[config.mk]
export PLATFORM = sky130hd
export DESIGN_NAME = standard_event_status_reporting
export DESIGN_NICKNAME = d
export VERILOG_FILES = /design/src/rtl/status_report_pkg.sv /design/src/rtl/standard_event_status_reporting.sv
export SDC_FILE = /design/constraint.sdc
export NUM_CORES = 1
export LEC_CHECK = 0
export BUFFER_PORTS_ARGS = -buffer_cell sky130_fd_sc_hd__clkbuf_2
export CAP_MARGIN = 30
export CORE_MARGIN = 1.5
export CORE_UTILIZATION = 55
export DETAILED_ROUTE_END_ITERATION = 8
export PLACE_DENSITY = 0.82
export SLEW_MARGIN = 30
export SYNTH_ARGS = -nofsm -noshare
export SYNTH_HDL_FRONTEND = slang
export SYNTH_SLANG_ARGS = --single-unit
[constraint.sdc]
create_clock -name clk_sys_i -period 4.8 [get_ports clk_sys_i]
set_input_delay 0.96 -clock clk_sys_i [delete_from_list [all_inputs] [get_ports clk_sys_i]]
set_output_delay 0.96 -clock clk_sys_i [all_outputs]
set_load 0.005 [all_outputs]
[src/rtl/status_report_pkg.sv]
package status_report_pkg;

	// Standard event layout, shared by the latch and its mask
	localparam int OP_DONE_BIT   = 0;
	localparam int QUERY_ERR_BIT = 2;
	localparam int DEV_ERR_BIT   = 3;
	localparam int EXEC_ERR_BIT  = 4;
	localparam int CMD_ERR_BIT   = 5;
	localparam int POWER_ON_BIT  = 7;
	localparam logic [7:0] STD_EVENT_USED = 8'hBD;

	// Status byte layout
	localparam int QSB_BIT = 3;
	localparam int MSG_AVAIL_BIT = 4;
	localparam int ESB_BIT = 5;
	localparam int REQ_SVC_BIT = 6;
	localparam logic [7:0] SERVICE_MASK_USED = 8'hBE;

	// Values after reset
	localparam logic [7:0]  STD_EVENT_RESET     = 8'h80;
	localparam logic [7:0]  STD_MASK_RESET      = 8'h00;
	localparam logic [7:0]  SERVICE_MASK_RESET  = 8'h00;
	localparam logic [15:0] COND_EVENT_RESET    = 16'h0000;
	localparam logic [15:0] COND_MASK_RESET     = 16'h0000;

	// Register access commands, as decoded by the message parser
	typedef enum logic [3:0] {
		CMD_NONE            = 4'h0,
		CMD_READ_STATUS     = 4'h1,
		CMD_SERIAL_POLL     = 4'h2,
		CMD_READ_EVENT      = 4'h3,
		CMD_READ_EVENT_MASK = 4'h4,
		CMD_WRITE_EVENT_MASK= 4'h5,
		CMD_READ_SVC_MASK   = 4'h6,
		CMD_WRITE_SVC_MASK  = 4'h7,
		CMD_READ_COND       = 4'h8,
		CMD_READ_COND_MASK  = 4'h9,
		CMD_WRITE_COND_MASK = 4'hA,
		CMD_CLEAR_STATUS    = 4'hB
	} cmd_code_t;

	typedef struct packed {
		logic      valid;
		cmd_code_t code;
		logic [15:0] data;
	} cmd_t;

	typedef struct packed {
		logic        valid;
		logic [15:0] data;
	} rsp_t;

	// Event sources, one-cycle pulses from the command engine
	typedef struct packed {
		logic op_done_cmd;   // Operation-complete command received
		logic engine_idle;   // All earlier commands done, ready for input
		logic host_read;     // Host tries to read the output buffer
		logic output_pending;// A response is still being built
		logic line_start;    // New command line arrives
		logic buffers_full;  // Input and output buffers both full
		logic cal_bad_input;
		logic serial_overflow;
		logic exec_error;
		logic parse_error;
		logic response_loaded; // Query response entered output buffer
		logic terminator_sent; // Output terminator went to the host
		logic local_request;   // Service requested from the front panel
	} events_t;

endpackage

[src/rtl/standard_event_status_reporting.sv]
`timescale 1ns/1ps
// How it works
// - Requesting service sets status bit 6 and pulls the request line.
// - A serial poll returns the live status byte to the host.
// - Status byte built from masks, event latches and output buffer state.
// - Event bits latch and stay set until read or cleared.
// - Mask bit one lets its event into the summary, zero blocks it.
// - An enabled event bit going 0 to 1 sets the event summary.
// - Reading the event latch or clear-status drops the event summary.
// - Event layout: bits 0,2,3,4,5,7 used; bits 1 and 6 read zero.
// - Operation complete sets once earlier commands finish and input is ready.
// - Query error on empty read, unread reply overrun, or both buffers full.
// - Device error on bad calibration input or serial input overflow.
// - Execution error when a parsed command cannot be carried out.
// - Command error when a command cannot be understood.
// - Power-on flag set after power returns, until read or cleared.
// - Request bit sets on new summary or local request; poll clears it.
// - Message-available sets on loaded reply, clears after terminator sent.
// - Enabled condition event rising sets the condition summary bit.
module standard_event_status_reporting
	import status_report_pkg::*;
#(
	parameter int COND_WIDTH = 16
) (
	input  wire logic                     clk_sys_i,
	input  wire logic                     rst_i,
	input  wire status_report_pkg::cmd_t  cmd_i,
	input  wire status_report_pkg::events_t evt_i,
	input  wire logic [COND_WIDTH-1:0]    cond_event_i,
	input  wire logic                     srq_i,
	output logic                          srq_o,
	output logic                          srq_oe_o,
	output logic                          srq_line_low_o,
	output status_report_pkg::rsp_t       rsp_o,
	output logic [7:0]                    status_byte_o
);
	import status_report_pkg::*;

	logic [7:0]            standard_event_latch;
	logic [7:0]            standard_event_mask;
	logic [7:0]            service_enable_mask;
	logic [COND_WIDTH-1:0] cond_latch;
	logic [COND_WIDTH-1:0] cond_mask;
	logic [7:0]            enabled_prev;
	logic [COND_WIDTH-1:0] cond_enabled_prev;
	logic                  event_summary;
	logic                  cond_summary;
	logic                  message_available_flag;
	logic                  request_service_flag;
	logic                  master_summary_prev;
	logic                  op_done_armed;
	logic                  srq_meta;
	logic                  srq_sync;

	logic [7:0]            next_event_set;
	logic                  read_event;
	logic                  read_cond;
	logic                  clear_status;
	logic                  master_summary_flag;
	logic [7:0]            status_byte;

	// Status byte with bit 6 left open; caller picks summary or request
	function automatic logic [7:0] pack_status(input logic qsb, input logic msg,
			input logic esb, input logic bit6);
		logic [7:0] b;
		b = 8'h00;
		b[QSB_BIT] = qsb;
		b[MSG_AVAIL_BIT] = msg;
		b[ESB_BIT] = esb;
		b[REQ_SVC_BIT] = bit6;
		return b;
	endfunction

	// Command decode strobes
	assign read_event   = cmd_i.valid && (cmd_i.code == CMD_READ_EVENT);
	assign read_cond    = cmd_i.valid && (cmd_i.code == CMD_READ_COND);
	assign clear_status = cmd_i.valid && (cmd_i.code == CMD_CLEAR_STATUS);

	// Collect this cycle's event causes into the shared layout
	always_comb begin
		next_event_set = 8'h00;
		next_event_set[OP_DONE_BIT] = op_done_armed && evt_i.engine_idle;
		next_event_set[QUERY_ERR_BIT] = (evt_i.host_read && !message_available_flag
				&& !evt_i.output_pending)
			|| (evt_i.line_start && message_available_flag)
			|| evt_i.buffers_full;
		next_event_set[DEV_ERR_BIT] = evt_i.cal_bad_input || evt_i.serial_overflow;
		next_event_set[EXEC_ERR_BIT] = evt_i.exec_error;
		next_event_set[CMD_ERR_BIT] = evt_i.parse_error;
	end

	assign master_summary_flag = |(pack_status(cond_summary, message_available_flag,
			event_summary, 1'b0) & service_enable_mask & SERVICE_MASK_USED);
	// Query view: bit 6 is the live summary, so a query never clears anything
	assign status_byte = pack_status(cond_summary, message_available_flag,
			event_summary, master_summary_flag);

	// Operation-complete request waits until the engine drains
	always_ff @(posedge clk_sys_i or posedge rst_i) begin
		if (rst_i) begin
			op_done_armed <= 1'b0;
		end else if (evt_i.op_done_cmd) begin
			op_done_armed <= 1'b1;
		end else if (evt_i.engine_idle) begin
			op_done_armed <= 1'b0;
		end
	end

	// Event latch; a new event in the reading cycle survives the clear
	always_ff @(posedge clk_sys_i or posedge rst_i) begin
		if (rst_i) begin
			// power-on flag set by power-on reset
			standard_event_latch <= STD_EVENT_RESET;
		end else if (read_event || clear_status) begin
			standard_event_latch <= next_event_set & STD_EVENT_USED;
		end else begin
			standard_event_latch <= (standard_event_latch | next_event_set)
				& STD_EVENT_USED;
		end
	end

	always_ff @(posedge clk_sys_i or posedge rst_i) begin
		if (rst_i) begin
			standard_event_mask <= STD_MASK_RESET;
			service_enable_mask <= SERVICE_MASK_RESET;
			cond_mask           <= COND_WIDTH'(COND_MASK_RESET);
		end else if (cmd_i.valid) begin
			if (cmd_i.code == CMD_WRITE_EVENT_MASK) begin
				standard_event_mask <= cmd_i.data[7:0] & STD_EVENT_USED;
			end else if (cmd_i.code == CMD_WRITE_SVC_MASK) begin
				// Bit 6 cannot enable itself
				service_enable_mask <= cmd_i.data[7:0] & SERVICE_MASK_USED;
			end else if (cmd_i.code == CMD_WRITE_COND_MASK) begin
				cond_mask <= cmd_i.data[COND_WIDTH-1:0];
			end
		end
	end

	// Condition event latch, same sticky and read-clear behaviour
	always_ff @(posedge clk_sys_i or posedge rst_i) begin
		if (rst_i) begin
			cond_latch <= COND_WIDTH'(COND_EVENT_RESET);
		end else if (read_cond || clear_status) begin
			cond_latch <= cond_event_i;
		end else begin
			cond_latch <= cond_latch | cond_event_i;
		end
	end

	// Remember enabled bits to find 0-to-1 changes
	// A mask write that uncovers an old event counts as a change as well
	always_ff @(posedge clk_sys_i or posedge rst_i) begin
		if (rst_i) begin
			enabled_prev      <= 8'h00;
			cond_enabled_prev <= COND_WIDTH'(COND_EVENT_RESET);
		end else begin
			enabled_prev      <= standard_event_latch & standard_event_mask;
			cond_enabled_prev <= cond_latch & cond_mask;
		end
	end

	// Event summary: a fresh rising edge beats a clear in the same cycle
	always_ff @(posedge clk_sys_i or posedge rst_i) begin
		if (rst_i) begin
			event_summary <= 1'b0;
		end else if (|(standard_event_latch & standard_event_mask & ~enabled_prev)) begin
			event_summary <= 1'b1;
		end else if (read_event || clear_status) begin
			event_summary <= 1'b0;
		end
	end

	// Condition summary
	always_ff @(posedge clk_sys_i or posedge rst_i) begin
		if (rst_i) begin
			cond_summary <= 1'b0;
		end else if (|(cond_latch & cond_mask & ~cond_enabled_prev)) begin
			cond_summary <= 1'b1;
		end else if (read_cond || clear_status) begin
			cond_summary <= 1'b0;
		end
	end

	// Message available follows the output buffer
	always_ff @(posedge clk_sys_i or posedge rst_i) begin
		if (rst_i) begin
			message_available_flag <= 1'b0;
		end else if (evt_i.response_loaded) begin
			// set on load, wins over terminator
			message_available_flag <= 1'b1;
		end else if (evt_i.terminator_sent) begin
			message_available_flag <= 1'b0;
		end
	end

	// Request service on a rising summary; the level alone would re-raise after every poll
	always_ff @(posedge clk_sys_i or posedge rst_i) begin
		if (rst_i) begin
			master_summary_prev  <= 1'b0;
			request_service_flag <= 1'b0;
		end else begin
			master_summary_prev <= master_summary_flag;
			if ((master_summary_flag && !master_summary_prev) || evt_i.local_request) begin
				request_service_flag <= 1'b1;
			end else if (cmd_i.valid && (cmd_i.code == CMD_SERIAL_POLL)) begin
				request_service_flag <= 1'b0;
			end
		end
	end

	// Open-drain request line, pulled low while requesting
	always_ff @(posedge clk_sys_i or posedge rst_i) begin
		if (rst_i) begin
			srq_o    <= 1'b1;
			srq_oe_o <= 1'b1;
		end else begin
			srq_o    <= !request_service_flag;
			srq_oe_o <= !request_service_flag;
		end
	end

	// Bus level seen on the request line, two-stage synchroniser
	always_ff @(posedge clk_sys_i or posedge rst_i) begin
		if (rst_i) begin
			srq_meta       <= 1'b1;
			srq_sync       <= 1'b1;
			srq_line_low_o <= 1'b0;
		end else begin
			srq_meta       <= srq_i;
			srq_sync       <= srq_meta;
			srq_line_low_o <= !srq_sync;
		end
	end

	// Visible status byte with bit 6 as request service
	always_ff @(posedge clk_sys_i or posedge rst_i) begin
		if (rst_i) begin
			status_byte_o <= 8'h00;
		end else begin
			status_byte_o <= pack_status(cond_summary, message_available_flag,
				event_summary, request_service_flag);
		end
	end

	// Read answers, one cycle after the command
	always_ff @(posedge clk_sys_i or posedge rst_i) begin
		if (rst_i) begin
			rsp_o <= '0;
		end else begin
			rsp_o.valid <= 1'b0;
			rsp_o.data  <= 16'h0000;
			if (cmd_i.valid) begin
				if (cmd_i.code == CMD_READ_STATUS) begin
					// Query leaves the byte untouched, bit 6 as summary
					rsp_o.valid <= 1'b1;
					rsp_o.data  <= {8'h00, status_byte};
				end else if (cmd_i.code == CMD_SERIAL_POLL) begin
					rsp_o.valid <= 1'b1;
					rsp_o.data  <= {8'h00, pack_status(cond_summary,
						message_available_flag, event_summary, request_service_flag)};
				end else if (cmd_i.code == CMD_READ_EVENT) begin
					rsp_o.valid <= 1'b1;
					rsp_o.data  <= {8'h00, standard_event_latch};
				end else if (cmd_i.code == CMD_READ_EVENT_MASK) begin
					rsp_o.valid <= 1'b1;
					rsp_o.data  <= {8'h00, standard_event_mask};
				end else if (cmd_i.code == CMD_READ_SVC_MASK) begin
					rsp_o.valid <= 1'b1;
					rsp_o.data  <= {8'h00, service_enable_mask};
				end else if (cmd_i.code == CMD_READ_COND) begin
					rsp_o.valid <= 1'b1;
					rsp_o.data  <= 16'(cond_latch);
				end else if (cmd_i.code == CMD_READ_COND_MASK) begin
					rsp_o.valid <= 1'b1;
					rsp_o.data  <= 16'(cond_mask);
				end
			end
		end
	end

endmodule // standard_event_status_reporting

==> impl_results.md, run 1 <==
* Placed insts at 522
* Final hold vios at 0
* Clock-pin slew on the worst setup and hold paths at 0.09 ns
* Worst-Skew Late Latency at 0.37 ns
* Reg power frac at 0.577
* Max Used Layer: met4
* Initial antenna violation count at 0
* Routed length per instance at 16.9 microns
* Met1 WL at 3930 microns
* Number of H-tree levels at 3
* CORE AREA at 7690 sq um
* Min cycle time layout at 2.31 ns
* Post-CTS Setup Repair Bufs at 0
* Startpoint types: input port
* Pin count of the biggest net entering global routing at 61
* RSZ-0062 raised after global routing: no
* Met2 WL post-DR at 4360 microns
* Hold WS at 0.363 ns
* Worst rel slew slack at 0.495
* CP max FO at 28
* Max Cap Viol at 0
* #FFs+latches synth at 103
* Leak pwr at 0.00239 uW
* Gp weighted congestion at 0.860
* Die ar. at 8470 sq um
* Slew Viols, Final at 0
* Vias in the first global route at 3116
* Clock Sinks at 103
* # port buffers at 76
* Diode count at 0
* Pre-antenna DRT Iters at 7
* # IOs at 81
* Vias/cell at 5.66
* Die Span Y at 92.1 microns
* CP endpoint kind: flip-flop
* Global route total overflow at 0
* Final net count at 484
* Period utilization at 0.481
* Sw Pwr at 516 uW
* Metal3 WL at 547 microns
* Data required, critical path at 5.09 ns
* Fmax at 0.433 GHz
* Yosys warning total at 0
* Critical setup path kind: input port to flip-flop
* Final instance area at 4940 sq um
* CTS tree: yes
* Max VDD drop at 0.213 mV
* Syn avg cell area at 12.2 sq um
* Sw frac at 0.282
* PwrDens at 370 nW/um^2
* Die Wd at 92.1 microns
* Setup tns final at 0 ns
* DR iter-0 viols at 206
* CTS Buf Count at 9
* Clock power frac at 0.274
* Layout cells sized above 1 at 0.319
* Std cell rows at 32
* Routed WL at 9100 microns
* Cts hold-fix bufs at 0
* Slew at the pin closest to its max-slew limit at 0.754 ns
* Non-Filler Instances at 538
* Area growth syn-to-layout at 13.3%
* DP Area at 4760 sq um
* Post-Syn Instances at 358
* Setup-failing EPs final at 0
* Routed via count at 3046
* Status: completed
* Netlist cell types at 56
* Residual DRC at 0
* Initial Util at 0.567
* Global-route wire length before repair at 15200 microns
* Combinational share of power at 0.149
* Post-synthesis async set-or-reset flop share at 1.00
* Hold Path Class: flip-flop to flip-flop
* Sequential fraction of the synthesis area at 0.592
* Root buffer cell: clkbuf_8
* Remaining antenna violation count at 0
* Internal at 1310 uW
* CP arrival at 2.60 ns
* Clock Skew at 0.0127 ns
* Main flop type after synthesis: dfrtp_1
* Clk buf depth at 2
* Mapped Area at 4360 sq um
* Post-layout util at 0.643
* Filler instances at 591
* Final HPWL DP at 6540 microns
* Tot GR Track Use at 0.236
* Number of flops mapped to enable cells by yosys at 0
* PostCTS Resize Cnt at 0
==> cells by family (layout without fill, tap and decap cells) <==
group	after synthesis	in the layout	synth area share
simple gates	87	87	0.117
other cells	1	4	0.000860
buf+inv	48	123	0.0557
mux	28	28	0.0800
compound gates	91	91	0.154
flops	103	103	0.592
==> worst max-delay path, cell delays in order <==
cell and delay [ns]:
clkbuf_2 0.37, and4bb_1 0.81, a22oi_1 0.17, o21ai_0 0.10
nor3b_2 0.18
==> synthesized netlist by cell type (all sizes together) (3+ instances only) <==
cell,count,share of area
o21ai,10,0.012
nor2,15,0.020
dfstp,4,0.024
nand2b,5,0.011
nand3b,3,0.0052
nand2,43,0.038
a22oi,11,0.019
a31oi,4,0.0057
a21o,21,0.036
a31o,3,0.0060
a41o,3,0.0069
dfrtp,99,0.57
o2bb2ai,3,0.0060
o22ai,11,0.016
a211oi,3,0.0063
inv,30,0.026
nor2b,3,0.0043
mux2,28,0.080
buf,17,0.029
a32oi,3,0.0060
a21oi,11,0.013
==> area by class of cell <==
type / instances / area, sq um / area share
clock inverters: 6 / 53.8 / 0.0109
inverters: 30 / 115 / 0.0233
well taps: 102 / 128 / 0.0258
clock buffers: 10 / 128 / 0.0258
flip-flops and latches: 103 / 2580 / 0.523
multi-input cells: 210 / 1550 / 0.313
repair buffers: 77 / 388 / 0.0785
==> stage by stage <==
step	power (uW)	worst slack, ns
2_1_floorplan	1250	1.14
3_3_place_gp	1330	2.20
3_5_place_dp	1340	2.13
4_1_cts	1850	2.54
5_1_grt	1930	2.41
6_report	1830	2.49
==> worst paths after layout <==
kind                              startpoint            to  slack (ns)  cells after the start
worst max-delay path               cmd_i[17]      rsp_o[0]        2.49                      5
worst min-delay path                srq_meta      srq_sync        0.36                      0
worst max register to register  cond_summary      rsp_o[6]        3.40                      4
worst min register to register      srq_meta      srq_sync        0.36                      0
max in group asynchronous              rst_i      srq_oe_o        3.08                      3
min in group asynchronous              rst_i  cond_mask[8]        0.69                      2
==> placed cells by master (no fill, tap or decap), drive strengths merged, types with 2 or more instances in the layout <==
cell     netlist  layout
a211oi         3       3
nor2b          3       3
and3b          2       2
conb           1       4
clkinv         0       2
o21ai         10      10
nand2b         5       5
clkbuf         1      86
nor2          15      15
or2            2       2
dfstp          4       4
mux2          28      28
a32oi          3       3
a41o           3       3
o22ai         11      11
nand3b         3       3
nand2         43      43
and2           2       2
a21oi         11      11
a31o           3       3
a21o          21      21
nor4b          2       2
inv           30      33
o2bb2ai        3       3
a31oi          4       4
nor3b          2       2
a22oi         11      11
nand3          2       2
nor4           2       2
dfrtp         99      99
==> registers in the layout (all words and copies together) (netlist names) <==
name and cells:
cond_enabled_prev 16, cond_latch 16, cond_mask 16, cond_summary 1, enabled_prev 6, event_summary 1
master_summary_prev 1, message_available_flag 1, op_done_armed 1, request_service_flag 1, rsp_o 17, service_enable_mask 6
srq_line_low_o 1, srq_meta 1, srq_oe_o 1, srq_sync 1, standard_event_latch 6, standard_event_mask 6
status_byte_o 4
==> power by group through the flow <==
stage,Clock [uW],Sequential [uW],Combinational [uW]
6_report,501,1050,273
2_1_floorplan,0,1050,204
3_5_place_dp,0,1070,275
5_1_grt,557,1070,304
4_1_cts,520,1050,275
3_3_place_gp,0,1060,262
==> layer usage <==
layer / up-vias / GRT usage
met5: - / 0
met4: 0 / 0.0974
met3: 29 / 0.0597
met2: 124 / 0.376
met1: 1505 / 0.310
li1: 1388 / -
Note: power is estimated with default switching activity, not from simulation.
==> run 2, diff against run 1 <==
==> constraint.sdc (replaced) <==
create_clock -name clk_sys_i -period 2.25 [get_ports clk_sys_i]
set_input_delay 0.45 -clock clk_sys_i [delete_from_list [all_inputs] [get_ports clk_sys_i]]
set_output_delay 0.45 -clock clk_sys_i [all_outputs]
set_load 0.005 [all_outputs]
==> run 2 against run 1 <==
Net effect:
- clock skew decreased by 0.0035 ns
- first-iteration DRC count increased by 25%
- final cell count grew 0.93%
- total power up 110%
- wire length fell by 0.66%
- non-clock buffer count rose by 6
- critical path type unchanged
- largest cell class unchanged
- largest power group unchanged
- highest routed layer unchanged
==> impl_results.md, run 2 (same netlist as run 1, synthesis figures left out) <==
* Status: completed
* Leak pwr at 0.00242 uW
* Clock Skew at 0.00915 ns
* CORE AREA at 7690 sq um
* Diode count at 0
* Cts hold-fix bufs at 0
* Startpoint types: input port
* Die Span Y at 92.1 microns
* Layout cells sized above 1 at 0.324
* Tot GR Track Use at 0.229
* Setup tns final at 0 ns
* Placed insts at 528
* CP max FO at 15
* Residual DRC at 0
* Most common cell after layout, fill and taps aside: dfrtp_1
* Power Total at 3920 uW
* Std cell rows at 32
* Final HPWL DP at 6410 microns
* Final net count at 490
* PostCTS Resize Cnt at 0
* Period utilization at 0.721
* Dpl ws at 0.263 ns
* Area growth syn-to-layout at 14.6%
* Remaining antenna violation count at 0
* Clk buf depth at 2
* Max reg flops at 17
* Worst hold path endpoint: srq_meta
* # IOs at 81
* # port buffers at 76
* Commonest cells after routing, fill and taps aside: dfrtp_1, clkbuf_2, nand2_1
* Die ar. at 8470 sq um
* Slew Viols, Final at 0
* Die Wd at 92.1 microns
* CTS tree: yes
* Hold depth at 1
* Max VDD drop at 0.432 mV
* Routed via count at 3059
* Worst-path cell chain: clkbuf_2, buf_4, nor2_1, o21ai_1, a31o_2, a41o_1
* Worst rel slew slack at 0.656
* Post-route setup slack at 0.628 ns
* Fmax at 0.617 GHz
* R2R Path End: rsp_o[6]
* Worst Hold Launch: srq_i
* Worst-Skew Late Latency at 0.36 ns
* Clock-pin slew on the worst setup and hold paths at 0.09 ns
* Global-route wire length before repair at 14800 microns
* Routed WL at 9040 microns
* Post-CTS Setup Repair Bufs at 0
* Vias/cell at 5.63
* Footprint of the multi-input gates at 1550 sq um
* Critical setup path kind: input port to flip-flop
* Pin count of the biggest net entering global routing at 104
* Worst path slowest cell: a31o_2
* Non-Filler Instances at 543
* Initial Util at 0.567
* Setup-failing EPs final at 0
* PwrDens at 784 nW/um^2
* Min cycle time layout at 1.62 ns
* Reg2reg start: cond_summary
* Filler instances at 620
* Gp weighted congestion at 0.911
* CP endpoint kind: flip-flop
* Slew at the pin closest to its max-slew limit at 0.516 ns
* Global route total overflow at 0
* Hold Path Class: input port to flip-flop
* CP arrival at 1.87 ns
* Initial antenna violation count at 0
* Pre-antenna DRT Iters at 5
* Routed length per instance at 16.7 microns
* Data required, critical path at 2.49 ns
* RSZ-0062 raised after global routing: no
* Cells on worst reg2reg path at 4
* Sequential cell area at 2580 sq um
* Clock Sinks at 103
* Largest Register: rsp_o
* CTS Buf Count at 9
* Number of H-tree levels at 3
* DR iter-0 viols at 258
* Max Cap Viol at 0
* Final hold vios at 0
* Post-layout util at 0.650
* Worst path max stage delay at 0.28 ns
* Root buffer cell: clkbuf_8
* Vias in the first global route at 2924
* Internal reg-to-reg setup slack at 0.89 ns
-- run 2: cell types whose count changed in the layout (fill, tap and decap cells not counted), moves of 2 or more --
cell / change
clkinv_4: -2
inv_6: -2
buf_4: +5
clkinv_2: +2
-- run 2: cell type report --
| class | count | share of cell area |
|---|---|---|
| clock buffer | 11 | 0.0263 |
| sequential | 103 | 0.517 |
| inverter | 30 | 0.0233 |
| timing repair buffer | 83 | 0.0891 |
| tap | 102 | 0.0255 |
| clock inverter | 4 | 0.00951 |
| multi-input combinational | 210 | 0.310 |
-- run 2: how the worst max path moves through the flow --
| stage | startpoint | to | slack [ns] |
|---|---|---|---|
| finish | cmd_i[18] | rsp_o[4] | 0.63 |
| global route | cmd_i[18] | rsp_o[4] | 0.58 |
| CTS | cmd_i[18] | cond_mask[14] | 0.66 |
| detailed placement | cmd_i[18] | cond_mask[14] | 0.26 |
| global placement | cmd_i[16] | event_summary | 0.32 |
| floorplan | rst_i | cond_enabled_prev[0] | 0.57 |
-- run 2: worst max-delay path, delay by kind of cell --
family,cells,cell delay (ns)
compound gates,3,0.74
buf+inv,2,0.46
simple gates,1,0.21
-- run 2: where the power goes --
group	total [uW]	switching [uW]	internal, uW
logic	589	301	287
clock network	1080	578	506
registers	2250	151	2100
-- run 2: through the flow --
stage	hold WS, ns	area (sq um)
detailed placement	0.347	4820
global route	0.144	5000
CTS	0.155	5000
global placement	0.346	4820
finish	0.165	5000
floorplan	0.345	4380
-- run 2: per-layer routing --
layer	wire length, microns	share of wire	up-vias	GRT usage
li1	-	-	1402	-
met1	3920	0.43	1499	0.315
met2	4240	0.47	138	0.357
met3	624	0.069	20	0.0431
met4	255	0.028	0	0.0962
met5	0	0	-	0
